<file path="src/tps_pkg.sv">
/*
 * constants for the timer prescaler and external count block: register
 * offsets, field positions, reset values, tick source codes, divider taps.
 * assumes a 32-bit AXI4-Lite register bus with 8-bit byte addresses.
 */
package tps_pkg;

   // ==========================================================
   // sizes
   // ==========================================================
   localparam int NUM_TIMERS = 2;
   localparam int ADDR_W     = 8;
   localparam int DATA_W     = 32;
   localparam int PRE_W      = 10;   // divider width, longest tap is /1024

   // ==========================================================
   // register offsets (byte addresses)
   // ==========================================================
   localparam logic [ADDR_W-1:0] GTC_OFS  = 8'h00;  // general_timer_control
   localparam logic [ADDR_W-1:0] SEL_OFS  = 8'h04;  // tick source selects
   localparam logic [ADDR_W-1:0] PWR_OFS  = 8'h08;  // timer power control
   localparam logic [ADDR_W-1:0] STAT_OFS = 8'h0c;  // divider count, read only

   // ==========================================================
   // field positions and reset values
   // ==========================================================
   localparam int HOLD_BIT       = 7;  // sync_hold_bit
   localparam int SECOND_RST_BIT = 1;  // second_divider_reset
   localparam int SHARED_RST_BIT = 0;  // shared_divider_reset
   localparam int SEL_W          = 3;
   localparam int SEL_STRIDE     = 4;  // timer n select at bits 4n+2:4n
   localparam int PWR1_BIT       = 0;  // timer1_power_off
   localparam logic       GTC_RESET = 1'b0;
   localparam logic [2:0] SEL_RESET = 3'h0;
   localparam logic       PWR_RESET = 1'b0;

   // ==========================================================
   // divider taps: a tap fires when its low bits are all ones
   // ==========================================================
   localparam int TAP8_W    = 3;
   localparam int TAP64_W   = 6;
   localparam int TAP256_W  = 8;
   localparam int TAP1024_W = 10;

   // ==========================================================
   // bus answers
   // ==========================================================
   localparam logic [1:0] RESP_OKAY   = 2'h0;
   localparam logic [1:0] RESP_SLVERR = 2'h2;

   // tick source select codes
   typedef enum logic [2:0] {
      SEL_OFF      = 3'b000,
      SEL_DIV1     = 3'b001,
      SEL_DIV8     = 3'b010,
      SEL_DIV64    = 3'b011,
      SEL_DIV256   = 3'b100,
      SEL_DIV1024  = 3'b101,
      SEL_EXT_FALL = 3'b110,
      SEL_EXT_RISE = 3'b111
   } tps_sel_t;

endpackage : tps_pkg

</file>
<file path="src/tps_pin_if.sv">
/*
 * carrier between the top and one pin synchroniser: the raw count pin
 * and the one-cycle edge strobes. assumes the aclk domain on both sides.
 */
`timescale 1ns/1ps

interface tps_pin_if;
   logic pin;   // raw ext_count_pin level
   logic rise;  // rising edge seen on the synchronised pin
   logic fall;  // falling edge seen on the synchronised pin

   modport sync (input pin, output rise, output fall);
   modport user (output pin, input rise, input fall);
endinterface : tps_pin_if

</file>
<file path="src/tps_prescaler.sv">
/*
 * shared timer prescaler with tick source selection, synchronisation
 * hold, external count pin edge ticks and an AXI4-Lite register slave.
 * assumes one clock aclk, synchronous active-low aresetn, and the
 * count pins already in the aclk domain only as far as sampling goes.
 */
// Behaviour
// - both timers share one divider, each with its own source select
// - select 1 ticks the timer every clock cycle
// - taps offer clock divided by 8, 64, 256 and 1024
// - divider runs freely whatever the selects say
// - first prescaled tick comes 1 to N cycles after enabling
// - the shared divider reset restarts the period for both timers
// - count pin sampled each cycle, synchronised, then edge detected
// - select 7 ticks on rising pin edges, 6 on falling ones
// - sampling stages clock on rising edge, front stage during high phase
// - pin edge reaches the counter 1.5 to 2.5 cycles later
// - pin ticks bypass the divider
// - hold bit keeps written divider resets asserted, timers halted by the shared one
// - clearing the hold bit clears both divider resets
// - shared reset bit resets the divider, self-clears unless held
// - no source selected means no ticks, count held
// - select 0 stops, 2 to 5 pick the taps in order
`timescale 1ns/1ps

module tps_prescaler (
   input  wire logic                                aclk,
   input  wire logic                                aresetn,
   input  wire logic [tps_pkg::ADDR_W-1:0]          awaddr,
   input  wire logic [2:0]                          awprot,
   input  wire logic                                awvalid,
   output      logic                                awready,
   input  wire logic [tps_pkg::DATA_W-1:0]          wdata,
   input  wire logic [tps_pkg::DATA_W/8-1:0]        wstrb,
   input  wire logic                                wvalid,
   output      logic                                wready,
   output      logic [1:0]                          bresp,
   output      logic                                bvalid,
   input  wire logic                                bready,
   input  wire logic [tps_pkg::ADDR_W-1:0]          araddr,
   input  wire logic [2:0]                          arprot,
   input  wire logic                                arvalid,
   output      logic                                arready,
   output      logic [tps_pkg::DATA_W-1:0]          rdata,
   output      logic [1:0]                          rresp,
   output      logic                                rvalid,
   input  wire logic                                rready,
   input  wire logic [tps_pkg::NUM_TIMERS-1:0]      ext_count_pin,
   output      logic [tps_pkg::NUM_TIMERS-1:0]      timer_tick,
   output      logic                                second_divider_reset
);

   // ==========================================================
   // declarations
   // ==========================================================
   logic                         aw_held;
   logic                         w_held;
   logic [tps_pkg::ADDR_W-1:0]   aw_addr_q;
   logic [tps_pkg::DATA_W-1:0]   w_data_q;
   logic                         w_lane0_q;
   logic                         wr_fire;
   logic                         gtc_wr;
   logic                         sel_wr;
   logic                         pwr_wr;
   logic                         sync_hold_bit;
   logic                         shared_divider_reset;
   logic                         timer1_power_off;
   tps_pkg::tps_sel_t            tick_source_select [tps_pkg::NUM_TIMERS];
   logic [tps_pkg::PRE_W-1:0]    div_cnt;
   logic                         tap8;
   logic                         tap64;
   logic                         tap256;
   logic                         tap1024;
   logic                         halt;
   logic [tps_pkg::NUM_TIMERS-1:0] next_timer_tick;
   logic [tps_pkg::DATA_W-1:0]   next_rdata;
   logic [1:0]                   next_rresp;

   // ==========================================================
   // AXI4-Lite write channel
   // ==========================================================
   // address and data are taken independently, in either order
   always_ff @(posedge aclk) begin
      if (!aresetn) begin
         awready   <= 1'b0;
         aw_held   <= 1'b0;
         aw_addr_q <= '0;
      end else if (awvalid && awready) begin
         awready   <= 1'b0;
         aw_held   <= 1'b1;
         aw_addr_q <= awaddr;
      end else if (wr_fire) begin
         aw_held   <= 1'b0;
      end else if (!aw_held && !bvalid) begin
         awready   <= 1'b1;
      end
   end

   always_ff @(posedge aclk) begin
      if (!aresetn) begin
         wready    <= 1'b0;
         w_held    <= 1'b0;
         w_data_q  <= '0;
         w_lane0_q <= 1'b0;
      end else if (wvalid && wready) begin
         wready    <= 1'b0;
         w_held    <= 1'b1;
         w_data_q  <= wdata;
         w_lane0_q <= wstrb[0];
      end else if (wr_fire) begin
         w_held    <= 1'b0;
      end else if (!w_held && !bvalid) begin
         wready    <= 1'b1;
      end
   end

   // write takes effect once both halves are in; only byte lane 0 is live
   assign wr_fire = aw_held && w_held && !bvalid;
   assign gtc_wr  = wr_fire && w_lane0_q && (aw_addr_q == tps_pkg::GTC_OFS);
   assign sel_wr  = wr_fire && w_lane0_q && (aw_addr_q == tps_pkg::SEL_OFS);
   assign pwr_wr  = wr_fire && w_lane0_q && (aw_addr_q == tps_pkg::PWR_OFS);

   // write response, error for an address outside the map
   always_ff @(posedge aclk) begin
      if (!aresetn) begin
         bvalid <= 1'b0;
         bresp  <= tps_pkg::RESP_OKAY;
      end else if (wr_fire) begin
         bvalid <= 1'b1;
         if ((aw_addr_q == tps_pkg::GTC_OFS) || (aw_addr_q == tps_pkg::SEL_OFS) ||
             (aw_addr_q == tps_pkg::PWR_OFS) || (aw_addr_q == tps_pkg::STAT_OFS)) begin
            bresp <= tps_pkg::RESP_OKAY;
         end else begin
            bresp <= tps_pkg::RESP_SLVERR;
         end
      end else if (bvalid && bready) begin
         bvalid <= 1'b0;
      end
   end

   // ==========================================================
   // general_timer_control
   // ==========================================================
   // reset bits last one cycle unless the hold bit keeps them
   always_ff @(posedge aclk) begin
      if (!aresetn) begin
         sync_hold_bit        <= tps_pkg::GTC_RESET;
         second_divider_reset <= tps_pkg::GTC_RESET;
         shared_divider_reset <= tps_pkg::GTC_RESET;
      end else if (gtc_wr) begin
         sync_hold_bit        <= w_data_q[tps_pkg::HOLD_BIT];
         second_divider_reset <= w_data_q[tps_pkg::SECOND_RST_BIT];
         shared_divider_reset <= w_data_q[tps_pkg::SHARED_RST_BIT];
      end else if (!sync_hold_bit) begin
         second_divider_reset <= 1'b0;
         shared_divider_reset <= 1'b0;
      end
   end

   // ==========================================================
   // tick source selects and power control
   // ==========================================================
   always_ff @(posedge aclk) begin
      if (!aresetn) begin
         for (int i = 0; i < tps_pkg::NUM_TIMERS; i++) begin
            tick_source_select[i] <= tps_pkg::tps_sel_t'(tps_pkg::SEL_RESET);
         end
      end else if (sel_wr) begin
         for (int i = 0; i < tps_pkg::NUM_TIMERS; i++) begin
            tick_source_select[i] <= tps_pkg::tps_sel_t'(
               w_data_q[i*tps_pkg::SEL_STRIDE +: tps_pkg::SEL_W]);
         end
      end
   end

   always_ff @(posedge aclk) begin
      if (!aresetn) begin
         timer1_power_off <= tps_pkg::PWR_RESET;
      end else if (pwr_wr) begin
         timer1_power_off <= w_data_q[tps_pkg::PWR1_BIT];
      end
   end

   // ==========================================================
   // shared divider
   // ==========================================================
   // free running; only aresetn and the shared reset bit stop and clear it
   always_ff @(posedge aclk) begin
      if (!aresetn || shared_divider_reset) begin
         div_cnt <= '0;
      end else begin
         div_cnt <= div_cnt + 1'b1;
      end
   end

   // taps fire once per period; phase is whatever the divider holds
   assign tap8    = &div_cnt[tps_pkg::TAP8_W-1:0];
   assign tap64   = &div_cnt[tps_pkg::TAP64_W-1:0];
   assign tap256  = &div_cnt[tps_pkg::TAP256_W-1:0];
   assign tap1024 = &div_cnt[tps_pkg::TAP1024_W-1:0];
   assign halt    = shared_divider_reset;

   // ==========================================================
   // per-timer source selection
   // ==========================================================
   generate
      for (genvar t = 0; t < tps_pkg::NUM_TIMERS; t++) begin : g_timer
         tps_pin_if pin_if ();
         logic      gate;

         assign pin_if.pin = ext_count_pin[t];

         tps_pin_sync u_sync (
            .aclk    (aclk),
            .aresetn (aresetn),
            .pio     (pin_if.sync)
         );

         // timer 1 is held off while powered down
         assign gate = !halt && !((t == 1) && timer1_power_off);

         // each timer picks its own tick from the common taps or its pin
         always_comb begin
            case (tick_source_select[t])
               tps_pkg::SEL_OFF:      next_timer_tick[t] = 1'b0;
               tps_pkg::SEL_DIV1:     next_timer_tick[t] = gate;
               tps_pkg::SEL_DIV8:     next_timer_tick[t] = gate && tap8;
               tps_pkg::SEL_DIV64:    next_timer_tick[t] = gate && tap64;
               tps_pkg::SEL_DIV256:   next_timer_tick[t] = gate && tap256;
               tps_pkg::SEL_DIV1024:  next_timer_tick[t] = gate && tap1024;
               tps_pkg::SEL_EXT_FALL: next_timer_tick[t] = gate && pin_if.fall;
               tps_pkg::SEL_EXT_RISE: next_timer_tick[t] = gate && pin_if.rise;
               default:               next_timer_tick[t] = 1'b0;
            endcase
         end

         // a tick every cycle when undivided
         AST_DIV1_EVERY_CYCLE: assert property (
            @(posedge aclk) disable iff (!aresetn)
            (tick_source_select[t] == tps_pkg::SEL_DIV1) && gate |=> timer_tick[t])
            else $error("undivided source missed a tick");

         // no source means no tick
         AST_OFF_SILENT: assert property (
            @(posedge aclk) disable iff (!aresetn)
            (tick_source_select[t] == tps_pkg::SEL_OFF) |=> !timer_tick[t])
            else $error("tick with no source selected");

         // divide by 8 tap lands only at the period end
         AST_DIV8_PHASE: assert property (
            @(posedge aclk) disable iff (!aresetn)
            (tick_source_select[t] == tps_pkg::SEL_DIV8) && gate
            |=> (timer_tick[t] == ($past(div_cnt[2:0]) == 3'h7)))
            else $error("divide by 8 tick out of phase");

         // rising pin edge becomes a tick two or three samples later
         AST_EXT_RISE_DELAY: assert property (
            @(posedge aclk) disable iff (!aresetn)
            (tick_source_select[t] == tps_pkg::SEL_EXT_RISE) && gate && !gtc_wr &&
            !sel_wr && !pwr_wr && $rose(ext_count_pin[t]) |-> ##[2:3] timer_tick[t])
            else $error("rising pin edge not counted in time");

         // falling pin edge counted in falling mode
         AST_EXT_FALL_DELAY: assert property (
            @(posedge aclk) disable iff (!aresetn)
            (tick_source_select[t] == tps_pkg::SEL_EXT_FALL) && gate && !gtc_wr &&
            !sel_wr && !pwr_wr && $fell(ext_count_pin[t]) |-> ##[2:3] timer_tick[t])
            else $error("falling pin edge not counted in time");
      end
   endgenerate

   // tick outputs from flops
   always_ff @(posedge aclk) begin
      if (!aresetn) begin
         timer_tick <= '0;
      end else begin
         timer_tick <= next_timer_tick;
      end
   end

   // ==========================================================
   // AXI4-Lite read channel
   // ==========================================================
   // read word for the requested address
   always_comb begin
      next_rdata = '0;
      next_rresp = tps_pkg::RESP_OKAY;
      case (araddr)
         tps_pkg::GTC_OFS: begin
            next_rdata[tps_pkg::HOLD_BIT]       = sync_hold_bit;
            next_rdata[tps_pkg::SECOND_RST_BIT] = second_divider_reset;
            next_rdata[tps_pkg::SHARED_RST_BIT] = shared_divider_reset;
         end
         tps_pkg::SEL_OFS: begin
            for (int i = 0; i < tps_pkg::NUM_TIMERS; i++) begin
               next_rdata[i*tps_pkg::SEL_STRIDE +: tps_pkg::SEL_W] = tick_source_select[i];
            end
         end
         tps_pkg::PWR_OFS:  next_rdata[tps_pkg::PWR1_BIT] = timer1_power_off;
         tps_pkg::STAT_OFS: next_rdata[tps_pkg::PRE_W-1:0] = div_cnt;
         default:           next_rresp = tps_pkg::RESP_SLVERR;
      endcase
   end

   always_ff @(posedge aclk) begin
      if (!aresetn) begin
         arready <= 1'b0;
         rvalid  <= 1'b0;
         rdata   <= '0;
         rresp   <= tps_pkg::RESP_OKAY;
      end else if (arvalid && arready) begin
         arready <= 1'b0;
         rvalid  <= 1'b1;
         rdata   <= next_rdata;
         rresp   <= next_rresp;
      end else if (rvalid && rready) begin
         rvalid  <= 1'b0;
      end else if (!rvalid) begin
         arready <= 1'b1;
      end
   end

   // ==========================================================
   // checks on the divider and control bits
   // ==========================================================
   // divider keeps counting unless reset
   AST_FREE_RUN: assert property (
      @(posedge aclk) disable iff (!aresetn)
      !shared_divider_reset |=> (div_cnt == $past(div_cnt) + 10'h001))
      else $error("divider did not advance");

   // shared reset silences both timers
   AST_RESET_BOTH: assert property (
      @(posedge aclk) disable iff (!aresetn)
      shared_divider_reset |=> (timer_tick == '0))
      else $error("tick during divider reset");

   // unheld reset bit lasts a single cycle
   AST_SELF_CLEAR: assert property (
      @(posedge aclk) disable iff (!aresetn)
      shared_divider_reset && !sync_hold_bit && !gtc_wr |=> !shared_divider_reset)
      else $error("shared reset bit did not self-clear");

   // held reset stays and keeps the divider at zero
   AST_HOLD_KEEPS: assert property (
      @(posedge aclk) disable iff (!aresetn)
      sync_hold_bit && shared_divider_reset && !gtc_wr
      |=> shared_divider_reset && (div_cnt == '0))
      else $error("held reset was released");

   // dropping the hold bit frees both resets a cycle later
   AST_HOLD_RELEASE: assert property (
      @(posedge aclk) disable iff (!aresetn)
      $fell(sync_hold_bit) && !gtc_wr |=> !shared_divider_reset && !second_divider_reset)
      else $error("resets kept after hold cleared");

endmodule : tps_prescaler

</file>
<file path="src/tps_pin_sync.sv">
/*
 * ext_count_pin synchroniser and edge detector for one timer.
 * assumes aclk free running and aresetn synchronous, active low.
 */
`timescale 1ns/1ps

module tps_pin_sync (
   input wire logic aclk,
   input wire logic aresetn,
   tps_pin_if.sync  pio
);

   logic front;  // half-cycle stage, stands in for the high-phase latch
   logic sync;   // synchronised pin
   logic last;   // previous synchronised pin

   // ==========================================================
   // sampling chain
   // ==========================================================
   // front stage closes on the falling edge, as a latch open while aclk high
   always_ff @(negedge aclk) begin
      if (!aresetn) begin
         front <= 1'b0;
      end else begin
         front <= pio.pin;
      end
   end

   // synchroniser and edge history on the rising edge
   always_ff @(posedge aclk) begin
      if (!aresetn) begin
         sync <= 1'b0;
         last <= 1'b0;
      end else begin
         sync <= front;
         last <= sync;
      end
   end

   // ==========================================================
   // edge detector
   // ==========================================================
   assign pio.rise = sync & ~last;
   assign pio.fall = ~sync & last;

endmodule : tps_pin_sync

</file>
<file path="config.mk">
export PLATFORM = sky130hd
export DESIGN_NAME = tps_prescaler
export DESIGN_NICKNAME = d
export VERILOG_FILES = /design/src/tps_pkg.sv /design/src/tps_pin_if.sv /design/src/tps_prescaler.sv /design/src/tps_pin_sync.sv
export SDC_FILE = /design/constraint.sdc
export NUM_CORES = 1
export LEC_CHECK = 0
export ABC_AREA = 1
export BUFFER_PORTS_ARGS = -buffer_cell sky130_fd_sc_hd__buf_2
export CORE_MARGIN = 3
export CORE_UTILIZATION = 25
export DETAILED_ROUTE_END_ITERATION = 10
export PLACE_DENSITY_LB_ADDON = 0.05
export SYNTH_ARGS = -nofsm -noshare
export SYNTH_HDL_FRONTEND = slang
export SYNTH_SLANG_ARGS = --single-unit
</file>
<file path="constraint.sdc">
create_clock -name aclk -period 1.4 [get_ports aclk]
set_input_delay 0.28 -clock aclk [delete_from_list [all_inputs] [get_ports aclk]]
set_output_delay 0.28 -clock aclk [all_outputs]
set_load 0.005 [all_outputs]
</file>
==> results.yml <==
sta:
  clock_skew_ps: 54.5
  finalCritPeriodShare_pct: 91.7
  fin_crit_ps: 1280
  fmax_mhz: 779
  slew_viol_final: 0
  setup_viol: 0
  hold_viol_final: 0
  whs_ps: 145
  finalSetupTns_ps: 0
  rsz0062_at_grt: "no"
synthesis:
  ys.flop_type: "dfxtp_1"
  ys_top_cells_by_area: "dfxtp_1, nand2_1, nor2_1, buf_4, edfxtp_1"
  synth-edff-count: 6
  netlist.area_leader.share_pct: 39.8
  ys_seq_area_share_pct: 46.1
  yosys_warnings: 0
  syn-cell-area_um2: 2870
  syn_inst: 372
  synth_top_area_cell: "dfxtp_1"
  async_reset_ff_share_pct: 0
  ys_ff_latch: 63
  syn_avg_cell_area_um2: 7.71
  ys_types: 33
layout:
  syn2layout_area_growth_pct: 26.8
  final_cell_mix: "nand2_1, dfxtp_1, nor2_1"
  layout.nets: 513
  drive_gt1_share_pct: 23.8
  n_fill_cell: 1228
  finalNonFillerCells: 589
  final_common_cell: "nand2_1"
  diodes: 0
global_routing:
  antenna_found_initial: 0
  grt_pass1_wl_um: 11400
  groute.usage.overall_pct: 11.3
  grt_pass1_vias: 2340
  grt_max_degree: 18
  grt_remaining_overflow: 0
clock_network:
  cts_buffers: 9
  cts_setup_buffers: 0
  tritoncts: "built"
  clockBufferDepth: 2
  numClockSinks: 63
  htreeDepth: 3
  cts_resized: 0
  holdBufCountCts: 0
  cts_root_buffer: "clkbuf_16"
  clk_pin_slew_ps: 60
  clk_latency_ps: 370
power_and_ir_drop:
  vdd_drop_max_mv: 0.588
  power.density_nw_per_um2: 1330
  power_mw: 4.83
  p_leak_nw: 1.72
placement:
  io_buffers: 52
  gp_congestion: 0.773
  hpwl_um: 5480
  dp_cells: 572
die:
  core_um2: 11000
  start_util_pct: 26.0
  die_h_um: 113
  ioPinCount: 111
  fp-row-count: 38
  die_area_um2: 12800
  die_x_um: 113
critical_path:
  worst-path-buf-inv: 0
  endpoint_kind: "register"
  worst_path_max_delay_cell: "dfxtp_1"
  crit_family: "simple AND/OR/NAND/NOR gates"
  cp.required_ps: 1600
  worstPathMaxFanout: 5
  critPathMaxStageDelay_ps: 340
  crit_chain: "ha_2 > nand3_2 > or2_4 > o21ai_0 > a21oi_1"
  crit_path_start_kind: "register"
  crit_arrival_ps: 1490
  crit_type: "register to register"
detailed_routing:
  firstDrtPassIters: 4
  first_iter_violations: 79
  vias: 2418
  ant_nets: 0
  drt-total-wl_um: 6930
  wl_per_cell_um: 11.8
  route.detailed.drc: 0
  detail_route.vias_per_cell: 4.11
outcome:
  status: "complete, no violations"
worst_hold_path:
  min_path_type: "input pin to register"
flow_run:
  maxCapViolations: 0
## synth_stat cells, drive strengths merged, types with 2 or more instances
master,number
nand3,30
o21ai,33
dfxtp,57
nor3,2
edfxtp,6
clkbuf,2
nand2,63
a21oi,24
nor2,62
o31ai,2
o21bai,3
ha,2
nand4,4
buf,29
a31oi,2
inv,45
## state kept, by name, indices dropped and copies added (netlist names), 2 cells and up
name / flops
div_cnt: 10
rdata: 10
aw_addr_q: 8
w_data_q: 7
tick_source_select: 6
g_timer.u_sync.front: 2
g_timer.u_sync.last: 2
g_timer.u_sync.sync: 2
timer_tick: 2
## stage by stage
step                setup slack (ps)  util (%)  cell area (um2)
detailed placement              14.2      29.9             3300
global route                    3.36      33.0             3640
finish                           116      33.0             3640
CTS                             55.0      32.9             3630
floorplan                       78.1         -             2960
global placement                23.1      29.9             3300
## worst register-to-register path, cell delays in order, from the launching register on
cell,delay (ps)
dfxtp_1,340
ha_2,200
nand3_2,110
or2_4,280
o21ai_0,160
a21oi_1,80
## cells by family (layout without fill, tap and decap cells)
logic type	count (synthesis)	after routing	share of synthesized area (%)
simple gates	163	163	27.0
buf+inv	76	130	13.4
compound gates	66	66	12.2
flops	63	63	46.1
fa+ha+maj	2	2	0.872
other cells	1	24	0.131
mux	1	1	0.349
## routing by layer
layer,vias to the layer above,share of wire [%],global-route usage [%]
li1,1290,-,-
met4,0,1.1,5.05
met2,55,49,18.7
met1,1066,46,13.9
met5,-,0,0
met3,7,4.6,2.78
## report_power, final
part	total (mW)	switching, mW	internal (mW)
registers	1.95	0.0524	1.90
clock network	2.48	0.811	1.67
logic	0.395	0.231	0.164
## final timing paths
kind / start / endpoint / slack, ps / depth (start not counted)
worst min register to register: g_timer[1].u_sync.sync / g_timer[1].u_sync.last / 430 / 2
worst max register to register: div_cnt[0] / div_cnt[8] / 120 / 5
worst max-delay path: div_cnt[0] / div_cnt[8] / 120 / 5
worst min-delay path: rready / rvalid / 150 / 2
## layout make-up
| cell class | count | area [um2] | share of cell area (%) |
|---|---|---|---|
| repair buffers | 68 | 380 | 10.5 |
| multi-input cells | 256 | 1260 | 34.6 |
| flip-flops and latches | 63 | 1320 | 36.3 |
| well taps | 140 | 175 | 4.81 |
| inverters | 44 | 165 | 4.54 |
| clock inverters | 6 | 81.3 | 2.24 |
| clock buffers | 12 | 258 | 7.08 |
Power figures use the tool's default switching activity.
